--- src/port_pin_function_mux_regs.svh ---
// Pin positions, reset values and address offsets of the port pin multiplexer
`ifndef PORT_PIN_FUNCTION_MUX_REGS_SVH
`define PORT_PIN_FUNCTION_MUX_REGS_SVH
`define PORT_BITS 8
`define NUM_PORTS 4
`define ADDR_BITS 20
`define LATCH_RESET 1'b1
`define PORT_ZERO 0
`define PORT_ONE 1
`define PORT_TWO 2
`define PORT_THREE 3
`define PORT_ZERO_ADDR_BASE 4
`define PORT_TWO_ADDR_BASE 12
`define P1_STROBE_BIT 0
`define P1_ADDR_LAST_BIT 3
`define P1_SERIAL_RX_BIT 4
`define P1_SERIAL_TX_BIT 5
`define P1_TIMER_COUNT_BIT 6
`define P1_TIMER_CTL_BIT 7
`endif

--- src/port_pin_function_mux_pkg.sv ---
// Types shared by the port pin multiplexer
package port_pin_function_mux_pkg;
	typedef enum logic [1:0] {
		MODE_QUASI,
		MODE_OPEN_DRAIN,
		MODE_PUSH_PULL,
		MODE_INPUT_ONLY
	} pinMode_t;
	typedef struct packed {
		logic enable;
		logic wide;
		logic addrPhase;
		logic dataDrive;
		logic writeHigh;
		logic [19:0] addr;
		logic [7:0] dataLow;
		logic [7:0] dataHigh;
	} extBus_t;
	typedef struct packed {
		logic programming;
		logic verify;
	} progCtl_t;
endpackage

--- src/port_pin_function_mux.sv ---
// Pin function multiplexer for ports 0 to 3 with latches and per-pin output modes
// Function
// - Ports 0-3: eight bits, configurable output type
// - Reset loads latches ones, quasi-bidirectional mode
// - Output mode held separately per pin
// - P1 bit0: address 0, or high strobe
// - P1 bits 1-3 drive address 1-3
// - P1 bit4 is serial B receive input
// - P1 bit5 is serial B transmit output
// - P1 pin: timer two count or clockout
// - P1 bit7 is timer two control input
// - Wide bus: P2 muxes high byte, A12-A19
// - Narrow bus: P2 address line count programmable
// - Verify: P2 takes low address byte in
// - Program/verify: P3 takes high address bits
// - Bus use: P0 muxes low byte, A4-A11
`timescale 1ns/1ns
`include "port_pin_function_mux_regs.svh"
module port_pin_function_mux
	import port_pin_function_mux_pkg::*;
#(
	parameter int PORT_WIDTH = `PORT_BITS,
	parameter int NUM_PORTS = `NUM_PORTS
) (
	input wire logic sys_clk,
	input wire logic rst_b,
	input wire logic latchWrEn,
	input wire logic [1:0] latchPort,
	input wire logic [PORT_WIDTH-1:0] latchData,
	input wire logic cfgWrEn,
	input wire logic [1:0] cfgPort,
	input wire logic [2:0] cfgPin,
	input wire pinMode_t cfgMode,
	input wire extBus_t extBus,
	input wire logic [3:0] p2AddrCount,
	input wire logic serialRxEnable,
	input wire logic serialTxEnable,
	input wire logic serialBTransmitOut,
	input wire logic timerCountEnable,
	input wire logic timerClockOutEnable,
	input wire logic timerClockOut,
	input wire logic timerControlEnable,
	input wire progCtl_t progCtl,
	input wire logic [NUM_PORTS*PORT_WIDTH-1:0] pinIn,
	output logic [NUM_PORTS*PORT_WIDTH-1:0] pinOut,
	output logic [NUM_PORTS*PORT_WIDTH-1:0] pinOe,
	output logic [NUM_PORTS*PORT_WIDTH-1:0] pinPullUp,
	output logic [NUM_PORTS*PORT_WIDTH-1:0] pinLevel,
	output logic [NUM_PORTS*PORT_WIDTH-1:0] portLatch,
	output pinMode_t pinMode [NUM_PORTS*PORT_WIDTH],
	output logic [PORT_WIDTH-1:0] busReadLow,
	output logic [PORT_WIDTH-1:0] busReadHigh,
	output logic [PORT_WIDTH-1:0] progAddrLow,
	output logic [PORT_WIDTH-1:0] progAddrHigh,
	output logic serialBReceiveIn,
	output logic timerTwoCountIn,
	output logic timerTwoControlIn
);
	localparam int NUM_PINS = NUM_PORTS * PORT_WIDTH;
	localparam int P1 = `PORT_ONE * PORT_WIDTH;
	localparam int P2 = `PORT_TWO * PORT_WIDTH;
	localparam int P3 = `PORT_THREE * PORT_WIDTH;

	logic progActive;
	assign progActive = progCtl.programming | progCtl.verify;

	genvar g;
	generate
		for (g = 0; g < NUM_PINS; g++) begin : gPin
			localparam int P = g / PORT_WIDTH;
			localparam int B = g % PORT_WIDTH;
			logic altActive;
			logic altDrive;
			logic altValue;
			logic next_out;
			logic next_oe;
			logic next_pull;

			// Port latch, ones after reset
			always_ff @(posedge sys_clk) begin
				if (!rst_b) begin
					portLatch[g] <= `LATCH_RESET;
				end else if (latchWrEn && latchPort == 2'(P)) begin
					portLatch[g] <= latchData[B];
				end
			end

			// Output mode of this pin alone
			always_ff @(posedge sys_clk) begin
				if (!rst_b) begin
					pinMode[g] <= MODE_QUASI;
				end else if (cfgWrEn && cfgPort == 2'(P) && cfgPin == 3'(B)) begin
					pinMode[g] <= cfgMode;
				end
			end

			// Alternate function selection, programming first, then bus, then peripherals
			always_comb begin
				altActive = 1'b0;
				altDrive = 1'b0;
				altValue = 1'b0;
				if (progActive) begin
					if (P == `PORT_THREE) begin
						altActive = 1'b1;
					end else if (P == `PORT_TWO && progCtl.verify) begin
						altActive = 1'b1;
					end
				end else if (P == `PORT_ZERO) begin
					if (extBus.enable) begin
						altActive = 1'b1;
						altDrive = extBus.addrPhase | extBus.dataDrive;
						altValue = extBus.addrPhase ? extBus.addr[`PORT_ZERO_ADDR_BASE+B] : extBus.dataLow[B];
					end
				end else if (P == `PORT_TWO) begin
					if (extBus.enable && extBus.wide) begin
						altActive = 1'b1;
						altDrive = extBus.addrPhase | extBus.dataDrive;
						altValue = extBus.addrPhase ? extBus.addr[`PORT_TWO_ADDR_BASE+B] : extBus.dataHigh[B];
					end else if (extBus.enable && 4'(B) < p2AddrCount) begin
						altActive = 1'b1;
						altDrive = 1'b1;
						altValue = extBus.addr[`PORT_TWO_ADDR_BASE+B];
					end
				end else if (P == `PORT_ONE) begin
					if (B == `P1_STROBE_BIT) begin
						if (extBus.enable) begin
							altActive = 1'b1;
							altDrive = 1'b1;
							altValue = extBus.wide ? extBus.writeHigh : extBus.addr[0];
						end
					end else if (B <= `P1_ADDR_LAST_BIT) begin
						if (extBus.enable) begin
							altActive = 1'b1;
							altDrive = 1'b1;
							altValue = extBus.addr[B];
						end
					end else if (B == `P1_SERIAL_RX_BIT) begin
						altActive = serialRxEnable;
					end else if (B == `P1_SERIAL_TX_BIT) begin
						altActive = serialTxEnable;
						altDrive = serialTxEnable;
						altValue = serialBTransmitOut;
					end else if (B == `P1_TIMER_COUNT_BIT) begin
						altActive = timerClockOutEnable | timerCountEnable;
						altDrive = timerClockOutEnable;
						altValue = timerClockOut;
					end else begin
						altActive = timerControlEnable;
					end
				end
			end

			// Pin drive from alternate function or from latch and mode
			always_comb begin
				next_out = portLatch[g];
				next_oe = 1'b0;
				next_pull = 1'b0;
				if (altActive) begin
					next_out = altValue;
					next_oe = altDrive;
				end else begin
					case (pinMode[g])
						MODE_QUASI: begin
							next_oe = ~portLatch[g];
							next_pull = 1'b1;
						end
						MODE_OPEN_DRAIN: begin
							next_oe = ~portLatch[g];
						end
						MODE_PUSH_PULL: begin
							next_oe = 1'b1;
						end
						MODE_INPUT_ONLY: begin
							next_oe = 1'b0;
						end
						default: begin
							next_oe = 1'b0;
						end
					endcase
				end
			end

			// Registered pin outputs and sampled pin level
			always_ff @(posedge sys_clk) begin
				if (!rst_b) begin
					pinOut[g] <= 1'b1;
					pinOe[g] <= 1'b0;
					pinPullUp[g] <= 1'b1;
					pinLevel[g] <= 1'b1;
				end else begin
					pinOut[g] <= next_out;
					pinOe[g] <= next_oe;
					pinPullUp[g] <= next_pull;
					pinLevel[g] <= pinIn[g];
				end
			end
		end
	endgenerate

	// Bus read data from ports 0 and 2
	always_ff @(posedge sys_clk) begin
		if (!rst_b) begin
			busReadLow <= '0;
			busReadHigh <= '0;
		end else begin
			busReadLow <= pinIn[PORT_WIDTH-1:0];
			busReadHigh <= pinIn[P2+PORT_WIDTH-1:P2];
		end
	end

	// Programming address inputs
	always_ff @(posedge sys_clk) begin
		if (!rst_b) begin
			progAddrLow <= '0;
			progAddrHigh <= '0;
		end else begin
			if (progCtl.verify) begin
				progAddrLow <= pinIn[P2+PORT_WIDTH-1:P2];
			end
			if (progActive) begin
				progAddrHigh <= pinIn[P3+PORT_WIDTH-1:P3];
			end
		end
	end

	// Peripheral inputs from port 1
	always_ff @(posedge sys_clk) begin
		if (!rst_b) begin
			serialBReceiveIn <= 1'b1;
			timerTwoCountIn <= 1'b0;
			timerTwoControlIn <= 1'b0;
		end else begin
			serialBReceiveIn <= serialRxEnable ? pinIn[P1+`P1_SERIAL_RX_BIT] : 1'b1;
			timerTwoCountIn <= timerCountEnable & pinIn[P1+`P1_TIMER_COUNT_BIT];
			timerTwoControlIn <= timerControlEnable & pinIn[P1+`P1_TIMER_CTL_BIT];
		end
	end

	// Checks
	AST_RESET_LATCH: assert property (@(posedge sys_clk) !rst_b |=> (&portLatch) && !(|pinOe))
		else $error("Latches or drives wrong after reset");
	AST_MODE_ONE_PIN: assert property (@(posedge sys_clk) disable iff (!rst_b)
		cfgWrEn && cfgPort == 2'(`PORT_ONE) && cfgPin == 3'd0 |=> pinMode[P1+1] == $past(pinMode[P1+1]))
		else $error("Mode write disturbed a neighbour pin");
	AST_STROBE_WIDE: assert property (@(posedge sys_clk) disable iff (!rst_b)
		!progActive && extBus.enable && extBus.wide |=> pinOe[P1] && pinOut[P1] == $past(extBus.writeHigh))
		else $error("High strobe not on port 1 bit 0");
	AST_ADDR_NARROW: assert property (@(posedge sys_clk) disable iff (!rst_b)
		!progActive && extBus.enable |=> pinOut[P1+3:P1+1] == $past(extBus.addr[3:1]))
		else $error("Address bits 1 to 3 wrong");
	AST_TX_PIN: assert property (@(posedge sys_clk) disable iff (!rst_b)
		!progActive && serialTxEnable |=> pinOe[P1+`P1_SERIAL_TX_BIT] &&
		pinOut[P1+`P1_SERIAL_TX_BIT] == $past(serialBTransmitOut))
		else $error("Serial transmit not on port 1 bit 5");
	AST_P2_ADDR: assert property (@(posedge sys_clk) disable iff (!rst_b)
		!progActive && extBus.enable && extBus.wide && extBus.addrPhase |=>
		pinOut[P2+PORT_WIDTH-1:P2] == $past(extBus.addr[19:12]) && (&pinOe[P2+PORT_WIDTH-1:P2]))
		else $error("Port 2 address phase wrong");
	AST_P0_ADDR: assert property (@(posedge sys_clk) disable iff (!rst_b)
		!progActive && extBus.enable && extBus.addrPhase |=>
		pinOut[PORT_WIDTH-1:0] == $past(extBus.addr[11:4]))
		else $error("Port 0 address phase wrong");
	AST_PROG_HIGH: assert property (@(posedge sys_clk) disable iff (!rst_b)
		progActive |=> !(|pinOe[P3+PORT_WIDTH-1:P3]) ##1 progAddrHigh == $past(pinIn[P3+PORT_WIDTH-1:P3], 1)
		|| !$past(progActive))
		else $error("Port 3 not taken as programming address");
	AST_QUASI_IDLE: assert property (@(posedge sys_clk) disable iff (!rst_b)
		!progActive && !extBus.enable && pinMode[P2] == MODE_QUASI |=> pinOe[P2] == !$past(portLatch[P2]))
		else $error("Idle port 2 pin not following latch");
endmodule

--- config.mk ---
export PLATFORM = sky130hd
export DESIGN_NAME = port_pin_function_mux
export DESIGN_NICKNAME = d
export VERILOG_FILES = /design/src/port_pin_function_mux_pkg.sv /design/src/port_pin_function_mux.sv
export VERILOG_INCLUDE_DIRS = /design/src
export SDC_FILE = /design/constraint.sdc
export NUM_CORES = 1
export LEC_CHECK = 0
export BUFFER_PORTS_ARGS = -buffer_cell sky130_fd_sc_hd__buf_4
export CELL_PAD_IN_SITES_DETAIL_PLACEMENT = 0
export CELL_PAD_IN_SITES_GLOBAL_PLACEMENT = 1
export CORE_MARGIN = 3
export CORE_UTILIZATION = 39
export CTS_CLUSTER_SIZE = 10
export DETAILED_ROUTE_END_ITERATION = 10
export GPL_ROUTABILITY_DRIVEN = 0
export GPL_TIMING_DRIVEN = 1
export PLACE_DENSITY_LB_ADDON = 0.1
export REMOVE_ABC_BUFFERS = 1
export SETUP_SLACK_MARGIN = 0.2
export SYNTH_ARGS = -nofsm -noshare
export SYNTH_HDL_FRONTEND = slang
export SYNTH_SLANG_ARGS = --single-unit
--- constraint.sdc ---
create_clock -name sys_clk -period 4.3 [get_ports sys_clk]
set_clock_uncertainty 0.15 [all_clocks]
set_input_delay 0.645 -clock sys_clk [delete_from_list [all_inputs] [get_ports sys_clk]]
set_output_delay 0.645 -clock sys_clk [all_outputs]
set_load 0.02 [all_outputs]
; ---- After elaboration in Yosys (flattened, before gate mapping)
; Cells that the tools add are included.
[word_totals]
word_cells = 742
output_inout_bits = 259
ff_bits = 259
[op_classes]
n_reduce_logical = 120
muxes = 268
magnitude_cmp = 8
eq_ne = 109
n_bitwise = 38
[op_table]
columns = cell, count
row1 = $mux W1, 236
row2 = $eq A2 B2 Y1 const B, 68
row3 = $pmux W1 S3, 32
row4 = $reduce_or A2 Y1, 35
row5 = $eq A2 B1 Y1 const B, 34
row6 = $logic_not A2 Y1, 34
row7 = $logic_and A1 B1 Y1, 49
row8 = $not A1 Y1, 33
row9 = $lt A3 B4 Y1 const A, 4
row10 = $eq A3 B3 Y1 const B, 4
row11 = $lt A1 B4 Y1 const A, 2
row12 = $lt A2 B4 Y1 const A, 2
row13 = $eq A3 B2 Y1 const B, 2
row14 = $eq A3 B1 Y1 const B, 1
row15 = $logic_not A3 Y1, 1
row16 = $or A1 B1 Y1, 3
row17 = $and A1 B1 Y1, 2
row18 = $reduce_and A2 Y1, 1

; ---- Longest topological paths before layout
[depth]
depth_word = 6
ltp_mapped = 6
ltp_nobuf = 3

; ---- Worst setup path before layout
; Ideal clock, no wire load.
[synth_path]
kind = input-to-reg
from = in progCtl[0] in the netlist's numbering
to = reg pinOut[0]
path_buffers = 3
t_required_ps = 4002
stages = 6
arrival_time_ps = 1557
path_slack_ps = 2444
path_cell_list = buf_6 > or3b_1 > buf_2 > buf_6 > nand2_1 > o211ai_2
[synth_between]
elab_chain_cells = 3
[synth_lines]
columns = element, line_no
row1 = start: declaration, port_pin_function_mux.sv:43  ; input wire progCtl_t progCtl,
row2 = $or A1 B1 Y1 *, port_pin_function_mux.sv:65  ; assign progActive = progCtl.programming | progCtl.verify;
row3 = $mux W1, port_pin_function_mux.sv:102  ; if (progActive) begin
row4 = $mux W1 *, port_pin_function_mux.sv:158  ; if (altActive) begin
row5 = end signal: indexed assignment, port_pin_function_mux.sv:191  ; pinOut[g] <= next_out;
row6 = end: declaration, port_pin_function_mux.sv:45  ; output logic [NUM_PORTS*PORT_WIDTH-1:0] pinOut,
; Every way passes the cells marked *; elsewhere a longest branch is shown, timed or not.
; A chain may end at the register's enable or synchronous reset.

; ---- Final worst setup path
[layout_path]
from = reg portLatch[8]
to = out portLatch[8]
[layout_rtl]
columns = element, line_no
row1 = start: declaration, port_pin_function_mux.sv:49  ; output logic [NUM_PORTS*PORT_WIDTH-1:0] portLatch,
row2 = start signal: indexed assignment, port_pin_function_mux.sv:82  ; portLatch[g] <= `LATCH_RESET;
row3 = start signal: indexed assignment, port_pin_function_mux.sv:84  ; portLatch[g] <= latchData[B];
; No word-level cell between the ends.

==> qor.txt <==
FINISH
-----------------------------------------------------------------------------------------
Fillers                                                                             2,314
Ratio of cells with drive above 1 in the final layout                              32.93%
Post-layout net count                                                               1,423
Combined area of the multi-input logic cells                                    4141 um^2
Count of inserted antenna diode cells                                                   0
Layout Area Growth over Synthesis                                                  37.19%
Post-route standard cell area excluding fillers                               13,340 um^2
Sequential cell area                                                            5185 um^2
Number of cells in the finished layout apart from fillers                           1,645

CLOCKING
-----------------------------------------------------------------------------------------
TritonCTS clock tree                                                                 done
Post-CTS Hold Fix Bufs                                                                  0
Clock sinks                                                                           259
Number of buffers inserted to repair setup after CTS                                    0
CTS H-tree depth                                                                        1
Clock buffer depth                                                                      3
Quantity of gates resized following cts                                                 0
Number of buffers created by CTS                                                       30
Clock Latency Late Sink                                                           0.54 ns
Root Buffer Master                                                           sky130_fd_sc_hd__clkbuf_16
Register clock-pin slew on the reported worst setup and hold paths                0.06 ns

GLOBAL ROUTING
-----------------------------------------------------------------------------------------
Maximum number of pins on one net before global-route repair                           98
Total congestion overflow                                                               0
Overall Global Routing Usage                                                       23.09%
Antenna violations before repair                                                        0
Number of global-route vias before repair                                           7,895
First-pass GRT wire length                                                      48,030 um

SYNTHESIS
-----------------------------------------------------------------------------------------
Most frequently used flop master after synthesis                             sky130_fd_sc_hd__dfxtp_1
Library cell with the highest instance count after synthesis                 sky130_fd_sc_hd__dfxtp_1
Number of flip-flops and latches in the synthesized netlist                           259
Largest area contributor in the netlist                                      sky130_fd_sc_hd__dfxtp_1
Top cell type's share of synthesized area                                          53.33%
Total standard cell area after synthesis                                        9722 um^2
Most used standard cells in the synthesized netlist                          sky130_fd_sc_hd__dfxtp_1 (259), sky130_fd_sc_hd__nand2_1 (137), sky130_fd_sc_hd__nand3_1 (102), sky130_fd_sc_hd__o21ai_0 (65), sky130_fd_sc_hd__a21boi_1 (50)
Synth cell types                                                                       53
YS warnings                                                                             0
Average cell area after synthesis                                              9.800 um^2
Sequential area share after synthesis                                              53.33%
Top cells by area, synth                                                     sky130_fd_sc_hd__dfxtp_1 (53%), sky130_fd_sc_hd__nand2_1 (5.3%), sky130_fd_sc_hd__nand3_1 (5.3%), sky130_fd_sc_hd__mux2i_1 (5.0%), sky130_fd_sc_hd__a21boi_1 (3.9%)
Proportion of register bits with asynchronous set or reset after synthesis             0%
Number of instances in the synthesized netlist                                        992
Number of synthesized flops with an enable pin                                          0

STA
-----------------------------------------------------------------------------------------
Highest attainable clock frequency                                             0.4871 GHz
RSZ-0062 raised after global routing                                                   no
Final hold violation count                                                              0
Post-route fraction of the period consumed by the critical path                    47.75%
Worst slew margin                                                                  35.21%
Slew Limit Fails                                                                        0
Final critical delay including setup and external delays                         2.053 ns
Setup violations, final                                                                 0
Sum of negative setup slack                                                          0 ns
Least-Margin Pin Slew                                                           0.9676 ns

PWR
-----------------------------------------------------------------------------------------
Peak VDD IR                                                                   0.0002609 V
Leakage dissipation                                                              5.813 nW
PD cells                                                                     407.4 nW/um^2

DETAILED ROUTING
-----------------------------------------------------------------------------------------
Post-detailed-route count of antenna-violating nets                                     0
DR pass1 iterations                                                                     5
Number of vias after detailed routing                                               8,511
Number of DRC markers in iteration 0                                                  633
Drc violations                                                                          0
Wire per inst                                                                    19.89 um
Average via count per standard cell                                                 5.174
Final routed wirelength across all metal layers                                 32,710 um

WORST SETUP PATH
-----------------------------------------------------------------------------------------
Worst flop-to-flop path endpoint                                                pinOe[23]
Critical path cell sequence                                                         buf_4
Top cell family by delay on the critical path                                  flip-flops
Maximum cell stage delay along the critical path                                  0.51 ns
Count of buffering cells on the critical path with inverters included                   1
Arrival time at the worst endpoint                                                1.26 ns
Register-to-register path setup slack                                             3.12 ns
Crit path launch type                                                           flip-flop
Worst-path cell with the longest stage delay                                 sky130_fd_sc_hd__dfxtp_1
Crit Reg-Reg Startpoint                                                       pinMode[17]
Critical path data required time                                                  3.50 ns
Crit path max fanout                                                                    4
Critical Path Sink Type                                                      primary output
Start-to-end type of the worst setup path                                    flip-flop to primary output
Worst r2r path cells                                                                    3

HOLD PATH
-----------------------------------------------------------------------------------------
Hold Crit Endpoint                                                           pinLevel[10]
Worst hold path cell count                                                              2
Startpoint of the lowest-slack hold path                                        pinIn[10]
Worst hold-check path type                                                   input pin to flip-flop

FLOORPLAN
-----------------------------------------------------------------------------------------
Die width                                                                        163.9 um
Initial core utilization                                                           39.86%
Std cell rows                                                                          57
Total die area                                                                26,860 um^2
Boundary pin count                                                                    366
Floorplan die height                                                             163.9 um
Floorplan core area                                                           24,390 um^2

PLACE
-----------------------------------------------------------------------------------------
DP Wirelength                                                                   23,270 um
Cell area after placement                                                     12,530 um^2
Cell total after placement                                                          1,608
Number of input and output port buffers inserted                                      365

FLOW RUN
-----------------------------------------------------------------------------------------
Number of violations of the max-capacitance limit                                       0

STATUS
-----------------------------------------------------------------------------------------
Run status                                                                   complete, no violations

## worst max-delay path by stage
stage	end	cells past startpoint	startpoint	slack, ns
after global routing	portLatch[8]	1	portLatch[8]	2.23
after CTS	portLatch[8]	1	portLatch[8]	2.24
final	portLatch[8]	1	portLatch[8]	2.25
after detailed placement	pinOut[17]	3	progCtl[0]	1.77
after global placement	pinOut[17]	3	progCtl[0]	1.81
after floorplan	pinOe[4]	3	progCtl[0]	2.13
## sequential cells by signal, summed over array words and instances (netlist names)
register,cells
pinOut,32
busReadLow,8
portLatch,32
serialBReceiveIn,1
progAddrLow,8
pinOe,32
timerTwoControlIn,1
busReadHigh,8
timerTwoCountIn,1
pinLevel,32
pinMode,64
progAddrHigh,8
pinPullUp,32
## cell families after synthesis
family	after synthesis	synth area share (%)
compound gates	234	17.45
buf+inv	81	4.131
flops	259	53.33
mux	50	5.161
simple gates	368	19.92
## final cells by class
class | count | area share [%]
Timing Repair Buffer | 370 | 20.87
Multi-Input combinational cell | 652 | 31.05
Tap cell | 324 | 3.039
Clock inverter | 2 | 0.07505
Clock buffer | 35 | 6.004
Inverter | 3 | 0.08443
Sequential cell | 259 | 38.87
## per-stage QoR
stage	hold WS (ns)	utilization, %	setup slack [ns]	power, mW
global placement	0.3018	51.36	1.806	3.293
floorplan	0.3885	-	2.128	2.902
detailed placement	0.3076	51.36	1.769	3.298
CTS	0.1268	54.68	2.236	5.497
global route	0.1337	54.68	2.225	5.641
finish	0.1489	54.68	2.247	5.434
## routing by layer
layer	GRT usage (%)	vias up	routed length, um
met5	0	-	0
met4	5.190	0	572
met3	5.069	34	2614
met2	39.23	325	15780
met1	30.13	4029	13750
li1	-	4123	-
## placed cells by master, fill, tap and decap left out, drive strengths merged, types with 23 or more instances in the layout
cell type / netlist / layout
buf: 37 / 369
dfxtp: 259 / 259
nand2: 137 / 137
nand3: 102 / 102
a21boi: 82 / 82
o21ai: 68 / 68
mux2i: 49 / 49
clkbuf: 41 / 36
nand2b: 34 / 34
o31ai: 23 / 23
## power by group
group | leakage [nW] | switching [mW] | internal [mW]
clock | 0.401 | 0.911 | 1.28
combinational | 3.28 | 0.396 | 0.289
sequential | 2.13 | 0.0527 | 2.50
Power figures use the tool's default switching activity.
